<file path="src/spc_defines.svh">
// Offsets, field positions, command codes and timing counts of the controller
`ifndef SPC_DEFINES_SVH
`define SPC_DEFINES_SVH

// Software-facing register offsets
`define SPC_OFF_CMD 8'h00
`define SPC_OFF_ZPTR 8'h04
`define SPC_OFF_DATA 8'h08
`define SPC_OFF_STAT 8'h0c
`define SPC_OFF_RBACK 8'h10

// Status register bit positions
`define SPC_STAT_BUSY 0
`define SPC_STAT_REFUSED 1
`define SPC_STAT_TIMEOUT 2
`define SPC_STAT_RWBUSY 3
`define SPC_STAT_BUFDATA 4

// Bits of the device's self-programming control/status register
`define SPC_CSR_ENABLE_BIT 0
`define SPC_CSR_BUSY_FLAG_BIT 6

// Command codes written to the device control register (X bit sent as 0)
`define SPC_CODE_LOAD 8'h01
`define SPC_CODE_ERASE 8'h03
`define SPC_CODE_WRITE 8'h05
`define SPC_CODE_LOCK 8'h09
`define SPC_CODE_REEN 8'h11

// Pointer value used for lock programming and top data bits forced high
`define SPC_LOCK_ZPTR 16'h0001
`define SPC_LOCK_R0_TOP 2'b11

// Timing: longest programming time and the clock period, both in ns
`define SPC_T_PROG_MAX_NS 4500000
`define SPC_CLK_PERIOD_NS 50
`define SPC_PROG_MAX_CYCLES (`SPC_T_PROG_MAX_NS / `SPC_CLK_PERIOD_NS)

// Cycles before the enable bit is trusted as cleared after the store
`define SPC_POLL_SETTLE 8'h02

`endif

</file>
<file path="src/spc_pkg.sv">
// Types shared by the self-programming flash controller
package spc_pkg;

   // Operation requested by software through the command register
   typedef enum logic [2:0] {
      SPC_OP_LOAD = 3'b000,
      SPC_OP_ERASE = 3'b001,
      SPC_OP_WRITE = 3'b010,
      SPC_OP_LOCKPRG = 3'b011,
      SPC_OP_FUSERD = 3'b100,
      SPC_OP_REEN = 3'b101
   } spc_op_type;

   // Sequencer states
   typedef enum logic [2:0] {
      SPC_ST_IDLE = 3'b000,
      SPC_ST_EEWAIT = 3'b001,
      SPC_ST_ISSUE = 3'b010,
      SPC_ST_LDWAIT = 3'b011,
      SPC_ST_CAPT = 3'b100,
      SPC_ST_POLL = 3'b101
   } spc_state_type;

   // Signals driven toward the device
   typedef struct packed {
      logic ctrl_wr;
      logic [7:0] ctrl_wdata;
      logic store;
      logic load;
      logic [15:0] zptr;
      logic [15:0] r1r0;
   } spc_dev_out_type;

   // Signals coming back from the device
   typedef struct packed {
      logic [7:0] ctrl_rdata;
      logic [7:0] load_data;
      logic eeprom_busy;
   } spc_dev_in_type;

endpackage

</file>
<file path="src/spc_flash_ctrl.sv">
// Boot-loader side controller that drives the flash self-programming unit
//
// Summary of operation
// Page write is refused unless the same page was erased since.
// Buffer loads go one word per store command, before or after erase.
// Device accepts buffer loads in any word order.
// Erase: code X0000011, store within four clocks, page field only.
// Device keeps no-read-while-write area readable or halts the core.
// Load: code 00000001, data word and word field, store within four.
// Buffer clears after page write, re-enable write, or reset.
// A buffer word already loaded is not loaded again before clearing.
// An eeprom write during loading discards the loaded words.
// Write: code X0000101, store within four, only page bits nonzero.
// Device holds its interrupt while the enable bit reads clear.
// Device blocks read-while-write area and shows its busy flag.
// Software re-enables the read-while-write area after programming.
// Lock programming: code X0001001, store within four, zeros program.
// Lock programming forces data bits 7 and 6 high, pointer 0x0001.
// Device keeps flash readable while lock bits are programmed.
// Device refuses commands while an eeprom write is running.
// No command is written while the eeprom busy flag is set.
// Lock byte read: pointer 0x0001, load within three cycles.
// Lock-set and enable bits clear after read or on a missed window.
// Pointer 0x0000, 0x0003, 0x0002 read low, high, extended fuses.
// Programmed fuse and lock bits read zero, unprogrammed one.
// Enable bit stays set while an operation runs, clear when done.
// Target address is latched once an operation starts.
// Each erase, write or lock programming lasts 3.7 ms to 4.5 ms.
//
// Local design decisions: the placing of the registers and the plain strobed port.
`timescale 1ns/10ps
`include "spc_defines.svh"

module spc_flash_ctrl #(
   parameter int WORD_BITS = 7,
   parameter int PROG_MAX_CYCLES = `SPC_PROG_MAX_CYCLES
) (
   input wire logic clk_in,
   input wire logic resetn_in,
   input wire logic [7:0] addr_in,
   input wire logic [31:0] wdata_in,
   input wire logic wr_in,
   input wire logic rd_in,
   output logic [31:0] rdata_out,
   output spc_pkg::spc_dev_out_type dev_out,
   input wire spc_pkg::spc_dev_in_type dev_in
);

   localparam int WORDS = 1 << WORD_BITS;
   localparam int PAGE_BITS = 15 - WORD_BITS;
   localparam int CNT_W = $clog2(PROG_MAX_CYCLES + 1);
   localparam logic [CNT_W-1:0] CNT_MAX = CNT_W'(PROG_MAX_CYCLES);
   localparam logic [CNT_W-1:0] CNT_SETTLE = CNT_W'(`SPC_POLL_SETTLE);

   // Whole controller state; one copy is computed, one is registered
   typedef struct packed {
      spc_pkg::spc_state_type state;
      spc_pkg::spc_op_type op;
      logic [15:0] zptr;
      logic [15:0] data;
      logic [7:0] rback;
      logic refused;
      logic timeout;
      logic [WORDS-1:0] loaded;
      logic erased_valid;
      logic [PAGE_BITS-1:0] erased_page;
      logic [CNT_W-1:0] cnt;
      logic [31:0] rdata;
      spc_pkg::spc_dev_out_type dev;
   } spc_ctrl_state_type;

   spc_ctrl_state_type s_q;
   spc_ctrl_state_type s_d;

   // Page number field of a byte pointer
   function automatic logic [PAGE_BITS-1:0] page_of(input logic [15:0] z);
      page_of = z[15:WORD_BITS+1];
   endfunction

   // Word-in-page field of a byte pointer
   function automatic logic [WORD_BITS-1:0] word_of(input logic [15:0] z);
      word_of = z[WORD_BITS:1];
   endfunction

   // Pointer with only the page bits kept, all else zero
   function automatic logic [15:0] page_only(input logic [15:0] z);
      page_only = {z[15:WORD_BITS+1], {(WORD_BITS+1){1'b0}}};
   endfunction

   // Next-state logic: register port, command acceptance and sequencer
   always_comb begin
      logic [7:0] code;
      code = `SPC_CODE_LOAD;
      s_d = s_q;
      s_d.dev.ctrl_wr = 1'b0;
      s_d.dev.store = 1'b0;
      s_d.dev.load = 1'b0;
      s_d.rdata = 32'h0000_0000;

      // Software writes to the pointer and data holding registers and to the command register
      if (wr_in && addr_in == `SPC_OFF_ZPTR) begin
         s_d.zptr = wdata_in[15:0];
      end else if (wr_in && addr_in == `SPC_OFF_DATA) begin
         s_d.data = wdata_in[15:0];
      end else if (wr_in && addr_in == `SPC_OFF_CMD) begin
         if (s_q.state != spc_pkg::SPC_ST_IDLE) begin
            s_d.refused = 1'b1;
         end else if (wdata_in[2:0] == spc_pkg::SPC_OP_WRITE &&
                      !(s_q.erased_valid &&
                        s_q.erased_page == page_of(s_q.zptr))) begin
            s_d.refused = 1'b1;
         end else if (wdata_in[2:0] == spc_pkg::SPC_OP_LOAD &&
                      s_q.loaded[word_of(s_q.zptr)]) begin
            s_d.refused = 1'b1;
         end else if (wdata_in[2:0] > spc_pkg::SPC_OP_REEN) begin
            s_d.refused = 1'b1;
         end else begin
            s_d.refused = 1'b0;
            s_d.timeout = 1'b0;
            s_d.op = spc_pkg::spc_op_type'(wdata_in[2:0]);
            s_d.state = spc_pkg::SPC_ST_EEWAIT;
            // Pins are latched now so software may reuse its registers
            s_d.dev.zptr = s_q.zptr;
            s_d.dev.r1r0 = s_q.data;
            case (spc_pkg::spc_op_type'(wdata_in[2:0]))
               spc_pkg::SPC_OP_ERASE: begin
                  s_d.dev.zptr = page_only(s_q.zptr);
               end
               spc_pkg::SPC_OP_WRITE: begin
                  s_d.dev.zptr = page_only(s_q.zptr);
               end
               spc_pkg::SPC_OP_LOCKPRG: begin
                  s_d.dev.zptr = `SPC_LOCK_ZPTR;
                  s_d.dev.r1r0[7:6] = `SPC_LOCK_R0_TOP;
               end
               default: begin
               end
            endcase
         end
      end

      // Register reads answer one cycle later
      if (rd_in) begin
         if (addr_in == `SPC_OFF_ZPTR) begin
            s_d.rdata = {16'h0000, s_q.zptr};
         end else if (addr_in == `SPC_OFF_DATA) begin
            s_d.rdata = {16'h0000, s_q.data};
         end else if (addr_in == `SPC_OFF_STAT) begin
            s_d.rdata[`SPC_STAT_BUSY] = s_q.state != spc_pkg::SPC_ST_IDLE;
            s_d.rdata[`SPC_STAT_REFUSED] = s_q.refused;
            s_d.rdata[`SPC_STAT_TIMEOUT] = s_q.timeout;
            s_d.rdata[`SPC_STAT_RWBUSY] =
               dev_in.ctrl_rdata[`SPC_CSR_BUSY_FLAG_BIT];
            s_d.rdata[`SPC_STAT_BUFDATA] = |s_q.loaded;
         end else if (addr_in == `SPC_OFF_RBACK) begin
            s_d.rdata = {24'h00_0000, s_q.rback};
         end
      end

      // Control code chosen by the pending operation
      case (s_q.op)
         spc_pkg::SPC_OP_LOAD: code = `SPC_CODE_LOAD;
         spc_pkg::SPC_OP_ERASE: code = `SPC_CODE_ERASE;
         spc_pkg::SPC_OP_WRITE: code = `SPC_CODE_WRITE;
         spc_pkg::SPC_OP_LOCKPRG: code = `SPC_CODE_LOCK;
         spc_pkg::SPC_OP_FUSERD: code = `SPC_CODE_LOCK;
         spc_pkg::SPC_OP_REEN: code = `SPC_CODE_REEN;
         default: code = `SPC_CODE_LOAD;
      endcase

      // Sequencer
      case (s_q.state)
         spc_pkg::SPC_ST_IDLE: begin
         end
         spc_pkg::SPC_ST_EEWAIT: begin
            // Device would drop the command during an eeprom write
            if (!dev_in.eeprom_busy) begin
               s_d.dev.ctrl_wr = 1'b1;
               s_d.dev.ctrl_wdata = code;
               s_d.state = spc_pkg::SPC_ST_ISSUE;
            end
         end
         spc_pkg::SPC_ST_ISSUE: begin
            // Instruction goes out one clock after the control write
            s_d.cnt = '0;
            if (s_q.op == spc_pkg::SPC_OP_FUSERD) begin
               s_d.dev.load = 1'b1;
               s_d.state = spc_pkg::SPC_ST_LDWAIT;
            end else begin
               s_d.dev.store = 1'b1;
               s_d.state = spc_pkg::SPC_ST_POLL;
               if (s_q.op == spc_pkg::SPC_OP_LOAD) begin
                  s_d.loaded[word_of(s_q.dev.zptr)] = 1'b1;
               end else if (s_q.op == spc_pkg::SPC_OP_ERASE) begin
                  s_d.erased_valid = 1'b1;
                  s_d.erased_page = page_of(s_q.dev.zptr);
               end else if (s_q.op == spc_pkg::SPC_OP_WRITE) begin
                  s_d.erased_valid = 1'b0;
               end
            end
         end
         spc_pkg::SPC_ST_LDWAIT: begin
            s_d.state = spc_pkg::SPC_ST_CAPT;
         end
         spc_pkg::SPC_ST_CAPT: begin
            // Byte is stored as read: programmed bits show as zero
            s_d.rback = dev_in.load_data;
            s_d.cnt = '0;
            s_d.state = spc_pkg::SPC_ST_POLL;
         end
         spc_pkg::SPC_ST_POLL: begin
            s_d.cnt = s_q.cnt + CNT_W'(1);
            // Enable bit is held by the device until it finishes
            if (s_q.cnt >= CNT_SETTLE &&
                !dev_in.ctrl_rdata[`SPC_CSR_ENABLE_BIT]) begin
               s_d.state = spc_pkg::SPC_ST_IDLE;
               if (s_q.op == spc_pkg::SPC_OP_WRITE ||
                   s_q.op == spc_pkg::SPC_OP_REEN) begin
                  s_d.loaded = '0;
               end
            end else if (s_q.cnt >= CNT_MAX) begin
               // Beyond the longest programming time: give up
               s_d.timeout = 1'b1;
               s_d.state = spc_pkg::SPC_ST_IDLE;
            end
         end
         default: begin
            s_d.state = spc_pkg::SPC_ST_IDLE;
         end
      endcase

      // Device loses buffered words when the eeprom is written
      if (dev_in.eeprom_busy) begin
         s_d.loaded = '0;
      end
   end

   // State register; reset also clears the buffer shadow
   always_ff @(posedge clk_in or negedge resetn_in) begin
      if (!resetn_in) begin
         s_q <= '0;
      end else begin
         s_q <= s_d;
      end
   end

   assign rdata_out = s_q.rdata;
   assign dev_out = s_q.dev;

endmodule

</file>
<file path="config.mk">
export PLATFORM = sky130hd
export DESIGN_NAME = spc_flash_ctrl
export DESIGN_NICKNAME = d
export VERILOG_FILES = /design/src/spc_pkg.sv /design/src/spc_flash_ctrl.sv
export VERILOG_INCLUDE_DIRS = /design/src
export SDC_FILE = /design/constraint.sdc
export NUM_CORES = 1
export LEC_CHECK = 0
export BUFFER_PORTS_ARGS = -buffer_cell sky130_fd_sc_hd__buf_4
export CAP_MARGIN = 5
export CORE_MARGIN = 10
export CORE_UTILIZATION = 60
export DETAILED_ROUTE_END_ITERATION = 8
export PLACE_DENSITY = 0.81
export SLEW_MARGIN = 0
export SYNTH_ARGS = -nofsm -noshare
export SYNTH_HDL_FRONTEND = slang
export SYNTH_SLANG_ARGS = --single-unit
</file>
<file path="constraint.sdc">
create_clock -name clk_in -period 5.15 [get_ports clk_in]
set_input_delay 0.515 -clock clk_in [delete_from_list [all_inputs] [get_ports clk_in]]
set_output_delay 0.515 -clock clk_in [all_outputs]
set_load 0.01 [all_outputs]
</file>
==> results.md, run 1 <==
* H-tree depth at 1
* Adder-Cell Fraction of Synth Area at 0.2044%
* Asr flop ratio synth at between 90% and 100%
* Core area at 20170 µm²
* Status: finished clean
* First-pass GRT wire length at between 40000 and 50000 µm
* CP Capture Point: dev_out[16]
* Gpl congestion at roughly 0.87
* Worst-path clk slew at 0.06 ns
* Max-cap violations at 0
* Synth top cells by count: 258 x dfrtp_1, 167 x nor2_1, 131 x a21oi_1
* Final core occ at 67.01%
* Crit end category: flip-flop
* Root Buffer: clkbuf_16
* Postcts setup bufs at 0
* Cts repair resizes at 0
* Fin. max-slew vios at 0
* Clk buf depth at 3
* Worst ir drop on vdd at 0.0002495 V
* Vias in the first global route at 8858
* Min Tclk post-route at 3.581 ns
* Final wirelength at 30300 µm
* Row count at 52
* Metal-1 WL at around 13000 µm
* Critical Path Max Stage Delay at ~0.93 ns
* Layout cells sized above 1 at 21.31%
* Initial Util at 60.70%
* Total Neg Setup Slack at 0 ns
* Estimated wirelength of the detail-placed design at 19970 µm
* Routed vias at 9012
* Synthesized cell area at 12240 µm²
* Startpoint types: flip-flop
* Synth area leaders: dfrtp_1 53%, mux4_2 5.5%, a21oi_1 5.4%
* # hold bufs at CTS at 0
* Final hold viol count at 0
* FF-to-FF path depth at 8
* Largest family of logic cells by synthesized area: simple AND/OR/NAND/NOR gates
* Final-report setup violation count at 0
* Buffers on Ports at 94
* CP Max Fanout at 18
* Initial antenna violation count at 1
* CTS Buf Count at 27
* Worst-Margin Slew at 1.175 ns
* Largest net degree at the start of global routing at between 100 and 150
* CP max-delay cell: dfrtp_1
* Metal2 WL at 14290 µm
* EDFF count, synth at 0
* Crit. Startpoint: s_q[257]
* Number of warnings issued by yosys at 0
* Mux share of post-synthesis cell area at 13.15%
* Nets at ~1200
* Reg2Reg Launch Point: s_q[257]
* ANT cells at 0
* P_leak at 6.266 nW
* Total GRT Usage at 22.30%
* Clock Latency Late Sink at 0.53 ns
* Main synth FF type: dfrtp_1
* WL met3 at 2465 µm
* Overflow after GRT at 0
* Top-count cell post-synth: dfrtp_1
* Unrepaired setup endpoints after global routing: false
* Synth Area in Compound Gates at a little under an eighth
* Max frequency at 279.3 MHz
* Die area at 26520 µm²
* Final setup skew at 0.01020 ns
* Worst r2r dst: dev_out[16]
* Netlist cell types at 60
* Drt via density at 6.245
* Crit path kind: flip-flop to flip-flop
* DRC at 0
* Area Growth Syn to Fin at 10.39%
* Post-Synth Simple-Gate Area at 14.03%
* Clock sink total at 258
* CP cell instances: buf_4 > mux4_2 > mux2i_1 > o22ai_1 > nor4_1 > o31a_2 > o21a_2 > mux2_2
* Die Span Y at 162.8 µm
* Die width at 162.8 µm
* #FFs+latches synth at around 260
* Normalized max-slew margin at a little over a fifth
* Io pins at between 100 and 150
* Synth top area share at a little over half
* Sequential area share after synthesis at 52.73%
* WP data arrival at 3.99 ns
* Initial DRC count at 1013
* Pwr per Cell Area at 341.6 nW/µm²
* Yosys top cell by area: dfrtp_1
* Post-Synth XOR/XNOR Area at 0.5723%
* Crit path required time at about 5.6 ns
* Highest metal used: met5
* Final period utilization at 69.53%
* Cells after Synth at around 1100
* Hold/Removal Path Class: primary input to async pin
* DR WL/cell at 21.00 µm
* Drt pass-1 iters at 6
* Reg-to-reg setup timing slack at 1.57 ns
* DRT antenna net count at 0
* CTS tree: yes
* Mean post-synth cell area at 10.75 µm²
-- power breakdown --
group | total [W] | internal (W) | switching [W]
clock | 0.00189 | 0.00113 | 0.000768
combinational | 0.000483 | 0.000192 | 0.000291
sequential | 0.00224 | 0.00214 | 0.000101
total | 0.00462 | 0.00346 | 0.00116
-- through the flow --
stage | hold slack [ns] | cell area (µm²) | power [W] | setup slack (ns) | std cells
2_1_floorplan | 0.2194 | 12310 | 0.002585 | 2.549 | 1157
3_3_place_gp | 0.4515 | 12650 | 0.002719 | 1.658 | 1395
3_5_place_dp | 0.4742 | 12650 | 0.002747 | 1.623 | 1395
4_1_cts | 0.1520 | 13520 | 0.004629 | 1.608 | 1443
5_1_grt | 0.1637 | 13520 | 0.004794 | 1.403 | 1443
6_report | 0.04966 | 13520 | 0.004616 | 1.569 | 1443
-- flip-flops by register name, indices dropped and copies added (netlist names) --
register	flops
s_q	202
rdata_out	16
dev_out	40
-- cell families after synthesis --
logic type,Yosys count
and+or+nand+nor,367
DFF,258
AOI/OAI and AO/OA,238
buffers and inverters,153
muxes,112
xor gates and xnor gates,8
adders and majority gates,2
other,1
-- layer usage --
layer / track usage (%) / up-vias
met3: 4.525 / 63
met5: 0 / -
li1: - / 4003
met2: 35.54 / 409
met4: 6.557 / 2
met1: 30.39 / 4535
-- layout by cell type (no fill, tap or decap), types with 10 or more instances in the layout --
cell / Yosys / routed
dfrtp_1: 258 / 257
nand3_1: 15 / 15
mux4_2: 30 / 30
conb_1: 1 / 19
nand2b_1: 15 / 15
a21oi_1: 131 / 131
inv_1: 17 / 17
nor3_1: 19 / 19
mux2_2: 51 / 51
nand4_1: 10 / 10
nand2_1: 56 / 56
mux2_4: 10 / 10
mux2i_1: 21 / 21
nor2b_1: 18 / 18
nor2_1: 167 / 167
o21ai_0: 32 / 31
clkbuf_16: 0 / 27
buf_4: 76 / 101
a22oi_1: 10 / 10
nor4_1: 40 / 40
-- cell type report --
cell class | count | area [µm²]
clock inverter | 5 | 53.80
fill | 1496 | 6654
tap | 270 | 337.8
sequential | 258 | 6457
multi-input combinational | 746 | 4974
clock buffer | 43 | 815.8
timing repair buffer | 104 | 813.3
inverter | 17 | 63.81
-- worst min-delay path by stage --
stage                             end  depth (start not counted)
after floorplan            dev_out[0]                          0
after detailed placement  dev_out[38]                          2
after CTS                    s_q[176]                          1
after global routing         s_q[184]                          1
final                        s_q[176]                          1
after global placement    dev_out[34]                          1
-- critical path: cells and delay by family (launching register included) --
| kind | cells | cell delay [ns] |
|---|---|---|
| flip-flops | 1 | 0.93 |
| AO/OA/AOI/OAI | 3 | 0.79 |
| buffers and inverters | 1 | 0.38 |
| AND/OR/NAND/NOR | 1 | 0.38 |
| multiplexers | 3 | 0.96 |
Note: power is estimated with default switching activity, not from simulation.
==> inputs of run 2 (changes only) <==
--- a/config.mk
+++ b/config.mk
@@ -6,12 +6,13 @@
 export SDC_FILE = /design/constraint.sdc
 export NUM_CORES = 1
 export LEC_CHECK = 0
+export ABC_AREA = 1
 export BUFFER_PORTS_ARGS = -buffer_cell sky130_fd_sc_hd__buf_4
 export CAP_MARGIN = 5
 export CORE_MARGIN = 10
-export CORE_UTILIZATION = 60
+export CORE_UTILIZATION = 53
 export DETAILED_ROUTE_END_ITERATION = 8
-export PLACE_DENSITY = 0.81
+export PLACE_DENSITY = 0.76
 export SLEW_MARGIN = 0
 export SYNTH_ARGS = -nofsm -noshare
 export SYNTH_HDL_FRONTEND = slang
==> constraint.sdc (replaced) <==
create_clock -name clk_in -period 3.19 [get_ports clk_in]
set_input_delay 0.319 -clock clk_in [delete_from_list [all_inputs] [get_ports clk_in]]
set_output_delay 0.319 -clock clk_in [all_outputs]
set_load 0.01 [all_outputs]
==> results.md, run 2 <==
* Status: finished clean
* CTS tree: yes
* Vias in the first global route at 10650 (+20%)
* Hold/Removal Path Class: primary input to flip-flop
* Total GRT Usage at 22.59% (+0.29 points)
* CP most frequent cell: nand2_1
* Most common cell after layout, fill and taps aside: nand2_1
* Die area at 30260 µm² (+14%)
* Crit end category: flip-flop
* Synth area leaders: dfrtp_1 51%, nand2_1 9.6%, a21oi_1 6.4%
* Clock sink total at 258 (unchanged)
* Overflow after GRT at 0 (unchanged)
* Initial DRC count at 1437 (+42%)
* Mean post-synth cell area at 8.249 µm² (-23%)
* Unrepaired setup endpoints after global routing: false
* Final-report setup violation count at 0 (unchanged)
* Crit path kind: flip-flop to flip-flop
* Max FFs per register at 202 (unchanged)
* Critical Path Max Stage Delay at 0.62 ns (-0.31 ns)
* Synthesized cell area at 12560 µm² (+2.6%)
* Startpoint types: flip-flop
* Row count at 56 (+7.7%)
* Cells after Synth at 1523 (+34%)
* Drt via density at 5.763 (-7.7%)
* Main synth FF type: dfrtp_1
* Max frequency at 346.0 MHz (+24%)
* Postcts setup bufs at 0 (unchanged)
* Core area at 23400 µm² (+16%)
* CP Max Fanout at 68 (+50)
* ANT cells at 0 (unchanged)
* P_leak at 6.992 nW (+12%)
* Worst slack at placement at 0.4163 ns (-1.207 ns)
* Asr flop ratio synth at 100.0% (unchanged)
* Final period utilization at 90.60% (+21 points)
* Worst ir drop on vdd at 0.0004123 V (+65%)
* CP max-delay cell: buf_4
* First-pass GRT wire length at 56660 µm (+17%)
* Synth top cells by count: 320 x nand2_1, 258 x dfrtp_1, 194 x nor2_1
* Initial Util at 53.68% (-7.0 points)
* Pwr per Cell Area at 564.7 nW/µm² (+65%)
* Area Growth Syn to Fin at 12.86%
* Min Tclk post-route at 2.890 ns (-0.6909 ns)
* Root Buffer: clkbuf_16
* Top-count cell post-synth: nand2_1
* Die Span Y at 174.0 µm (+6.8%)
* Number of warnings issued by yosys at 0 (unchanged)
* DR WL/cell at 18.36 µm (-13%)
* Largest Register: s_q
* Final wirelength at 34990 µm (+15%)
* Routed vias at 10990 (+22%)
* Buffers on Ports at 94 (unchanged)
* Crit path required time at 3.61 ns (-1.95 ns)
* Layout cells sized above 1 at 12.92% (-8.4 points)
* Drt pass-1 iters at 6 (unchanged)
* Fin. max-slew vios at 0 (unchanged)
* Synth top area share at 51.39% (-1.3 points)
* CP cell instances: buf_4 > nand2_1 > nand3_1 > nand3_1 > nand3_1 > nand3_1 > nand2_1 > nand2_1 > nand3_2 > nand3_4 > nand2_4 > nand2_1 > nand2_1 > nand2_1
* CTS Buf Count at 28 (+3.7%)
* Clk buf depth at 3 (unchanged)
* Die width at 174.0 µm (+6.8%)
* Largest net degree at the start of global routing at 103 (-24%)
* Io pins at 136 (unchanged)
* WP data arrival at 3.31 ns (-0.68 ns)
* Normalized max-slew margin at 35.55% (+15 points)
* Total Neg Setup Slack at 0 ns (unchanged)
* Netlist cell types at 45 (-25%)
* Max-cap violations at 0 (unchanged)
* Worst-path clk slew at 0.06 ns (about the same)
* EDFF count, synth at 0 (unchanged)
* Worst hold margin at 0.01118 ns (-0.03848 ns)
* Most frequent cells in the layout: 320 x nand2_1, 257 x dfrtp_1, 193 x nor2_1
* H-tree depth at 1 (unchanged)
* Final hold viol count at 0 (unchanged)
* Yosys top cell by area: dfrtp_1
* Initial antenna violation count at 0 (-1)
* Estimated wirelength of the detail-placed design at 22740 µm (+14%)
* Final WS setup at 0.2999 ns (-1.269 ns)
* DRC at 0 (unchanged)
* Sequential area share after synthesis at 51.39% (-1.3 points)
* Gpl congestion at 0.9162 (+5.1%)
* Final setup skew at 0.01477 ns (+0.004567 ns)
* Nets at 1631 (+34%)
* Clock Latency Late Sink at 0.54 ns (about the same)
* DRT antenna net count at 0 (unchanged)
* Worst-Margin Slew at 0.9604 ns (-0.2146 ns)
* #FFs+latches synth at 258 (unchanged)
## run 2: changes by cell type after synthesis, moves of 27 or more
cell and delta:
mux2_2 -36, nand3_1 +130, mux4_2 -30, nand2_1 +264
a21oi_1 +30, inv_1 +84, nor2_1 +27
## run 2: final timing paths
| check | end | slack [ns] | depth (start not counted) | start |
|---|---|---|---|---|
| hold / removal | s_q[259] | 0.01 | 3 | wdata_in[4] |
| setup reg to reg | s_q[274] | 0.30 | 14 | s_q[256] |
| min in group asynchronous | s_q[191] | 0.41 | 2 | resetn_in |
| hold reg to reg | dev_out[34] | 0.47 | 1 | dev_out[34] |
| setup / recovery | s_q[274] | 0.30 | 14 | s_q[256] |
| max in group asynchronous | s_q[229] | 1.91 | 3 | resetn_in |
## run 2: repair_timing
action,in CTS,in global routing
gates resized for setup,0,0
endpoints found under the hold margin,108,0
hold buffers,11,0
## run 2: stage by stage
step	util (%)	total power [W]	cell area (µm²)	std cells
2_1_floorplan	-	0.004282	12630	1541
3_3_place_gp	56.02	0.004636	13110	1846
3_5_place_dp	56.02	0.004665	13110	1846
4_1_cts	60.59	0.008023	14180	1906
5_1_grt	60.59	0.008310	14180	1906
6_report	60.59	0.008007	14180	1906
## run 2: cell families (layout without fill, tap and decap cells)
group,count (synthesis),in the layout,synth area share [%]
simple gates,738,738,25.25
compound gates,259,259,10.93
fa+ha+maj,2,2,0.1992
buf+inv,246,292,10.59
other cells,1,19,0.02985
xor+xnor,4,4,0.2789
flops,258,258,51.39
mux,15,15,1.344
## run 2: area by class of cell
type                    count  area (µm²)
clock inverters            12       162.7
multi-input cells        1037        4862
well taps                 319       399.1
repair buffers            137        1101
fillers                  2043        9224
clock buffers              37       795.8
inverters                 106       400.4
flip-flops and latches    258        6457
## run 2: metal layers
metal  share of wire, %  vias up  GRT usage, %
li1                   -     5027             -
met1                 41     5279         30.44
met2                 46      579         34.98
met3                9.7      100         5.027
met4                3.7        0         8.586
met5                  0        -             0
## run 2: report_power, final
part	leakage [nW]	total (W)	switching, W	internal (W)
clock	0.475	0.00336	0.00130	0.00206
combinational	3.04	0.00109	0.000765	0.000324
sequential	3.48	0.00356	0.000133	0.00342
total	6.99	0.00801	0.00220	0.00581
## run 2: worst max-delay path: cells and delay by family, from the launching register on
kind / cells / cell delay (ns)
simple gates: 13 / 1.71
buf+inv: 1 / 0.62
flops: 1 / 0.38
==> inputs of run 3 (changes only) <==
--- a/config.mk
+++ b/config.mk
@@ -9,7 +9,7 @@
 export ABC_AREA = 1
 export BUFFER_PORTS_ARGS = -buffer_cell sky130_fd_sc_hd__buf_4
 export CAP_MARGIN = 5
-export CORE_MARGIN = 10
+export CORE_MARGIN = 2
 export CORE_UTILIZATION = 53
 export DETAILED_ROUTE_END_ITERATION = 8
 export PLACE_DENSITY = 0.76
==> constraint.sdc (replaced) <==
create_clock -name clk_in -period 3.19 [get_ports clk_in]
set_input_delay 0.319 -clock clk_in [delete_from_list [all_inputs] [get_ports clk_in]]
set_output_delay 0.319 -clock clk_in [all_outputs]
set_load 0.005 [all_outputs]
==> results.md, run 3 (synthesized netlist as in run 2, its figures left out) <==
* Status: finished clean
* Hold/Removal Path Class: primary input to flip-flop
* Gpl congestion at 0.8729 (-4.7%)
* Initial DRC count at 1151 (-20%)
* P_leak at 6.979 nW (-0.18%)
* FF-to-FF path depth at 14 (unchanged)
* Total GRT Usage at 27.18% (+4.6 points)
* Overflow after GRT at 0 (unchanged)
* Placed instance count at 1843 (-0.16%)
* CP max-delay cell: buf_4
* Final period utilization at 91.08% (+0.48 points)
* Largest net degree at the start of global routing at 129 (+25%)
* CP cell instances: buf_4 > nand2_1 > nand3_1 > nand3_1 > nand3_1 > nand3_1 > nand2_1 > nand2_1 > nand3_2 > nand3_4 > nand2_4 > nand2_1 > nand2_1 > nand2_1
* Pwr per Cell Area at 571.0 nW/µm² (+1.1%)
* Total Neg Setup Slack at 0 ns (unchanged)
* Crit path required time at 3.61 ns (about the same)
* Worst-path clk slew at 0.06 ns (about the same)
* Largest Register: s_q
* Core area at 23400 µm² (unchanged)
* Crit end category: flip-flop
* Multi-input logic area at 4862 µm² (unchanged)
* Buffers on Ports at 94 (unchanged)
* ANT cells at 0 (unchanged)
* Postcts setup bufs at 0 (unchanged)
* Row count at 56 (unchanged)
* Drt pass-1 iters at 6 (unchanged)
* Worst-Margin Slew at 0.9174 ns (-0.04301 ns)
* DRC at 0 (unchanged)
* DR WL/cell at 17.70 µm (-3.6%)
* Fillers at 1994 (-2.4%)
* Cts repair resizes at 0 (unchanged)
* Clk buf depth at 3 (unchanged)
* Max FFs per register at 202 (unchanged)
* Post-Layout Cell Count at 1899 (-0.37%)
* Startpoint types: flip-flop
* Max-cap violations at 0 (unchanged)
* CP Max Fanout at 68 (unchanged)
* Critical Path Max Stage Delay at 0.57 ns (-0.05 ns)
* Min Tclk post-route at 2.906 ns (+0.01541 ns)
* Estimated wirelength of the detail-placed design at 21430 µm (-5.7%)
* CTS tree: yes
* WP data arrival at 3.32 ns (about the same)
* DRT antenna net count at 0 (unchanged)
* WHS Path Cells at 3 (unchanged)
* Final setup skew at 0.007980 ns (-0.006791 ns)
* Final-report setup violation count at 0 (unchanged)
* Nets at 1624 (-0.43%)
* Root Buffer: clkbuf_16
* H-tree depth at 1 (unchanged)
* Worst ir drop on vdd at 0.0004040 V (-2.0%)
* Drt via density at 5.766 (about the same)
* Vias in the first global route at 10260 (-3.7%)
* Area Growth Syn to Fin at 12.74%
* Die area at 24950 µm² (-18%)
* Worst hold margin at 0.01154 ns (+0.0003627 ns)
* Initial antenna violation count at 0 (unchanged)
* # hold bufs at CTS at 7 (-4)
* First-pass GRT wire length at 53500 µm (-5.6%)
* Max frequency at 344.2 MHz (-0.53%)
* Register area at 6457 µm² (unchanged)
* Initial Util at 53.68% (unchanged)
* Layout cells sized above 1 at 12.97% (+0.057 points)
* Crit path kind: flip-flop to flip-flop
* Fin. max-slew vios at 0 (unchanged)
* Die width at 158.0 µm (-9.2%)
* CTS Buf Count at 28 (unchanged)
* CP most frequent cell: nand2_1
* Normalized max-slew margin at 38.43% (+2.9 points)
* Routed vias at 10950 (-0.32%)
* Most common cell after layout, fill and taps aside: nand2_1
* Unrepaired setup endpoints after global routing: false
* Io pins at 136 (unchanged)
* Most frequent cells in the layout: 320 x nand2_1, 257 x dfrtp_1, 193 x nor2_1
* Clock Latency Late Sink at 0.54 ns (about the same)
* Final hold viol count at 0 (unchanged)
* Die Span Y at 158.0 µm (-9.2%)
* Final wirelength at 33610 µm (-4.0%)
* Clock sink total at 258 (unchanged)
==> run 3: through the flow <==
stage | instance area [µm²] | worst slack [ns] | power, W | utilization (%)
2_1_floorplan | 12630 | 1.224 | 0.004265 | -
3_3_place_gp | 13100 | 0.4655 | 0.004619 | 55.98
3_5_place_dp | 13100 | 0.3872 | 0.004647 | 55.98
4_1_cts | 14160 | 0.3545 | 0.008093 | 60.52
5_1_grt | 14160 | 0.08062 | 0.008388 | 60.52
6_report | 14160 | 0.2845 | 0.008088 | 60.52
==> run 3: where the power goes <==
part	internal, W	switching (W)	leakage (nW)	total (W)
Clock	0.00214	0.00131	0.490	0.00346
Sequential	0.00342	0.000132	3.48	0.00355
Combinational	0.000322	0.000756	3.01	0.00108
Total	0.00589	0.00220	6.98	0.00809
==> run 3: final timing paths <==
path	slack, ns	from	end
setup / recovery	0.28	s_q[256]	s_q[274]
hold / removal	0.01	wdata_in[11]	s_q[266]
setup reg to reg	0.28	s_q[256]	s_q[274]
hold reg to reg	0.47	dev_out[34]	dev_out[34]
max in group asynchronous	1.97	resetn_in	s_q[224]
min in group asynchronous	0.37	resetn_in	s_q[138]
==> run 3: cell type report <==
type,count,share of cell area [%]
inverters,106,2.827
well taps,319,2.818
clock inverters,15,1.475
clock buffers,34,5.539
multi-input cells,1037,34.33
flip-flops and latches,258,45.59
repair buffers,130,7.421
==> run 3: worst max-delay path: cells and delay by family, from the launching register on <==
kind | cells | cell delay, ns
flops | 1 | 0.38
buf+inv | 1 | 0.57
simple gates | 13 | 1.76
==> run 3: metal layers <==
metal  routed length [µm]  vias to the layer above  track usage, %
met5                    0                        -               0
met4                 1178                        0           10.68
met3                 2955                       98           4.736
met2                15360                      576           42.32
met1                14120                     5254           38.16
li1                     -                     5022               -
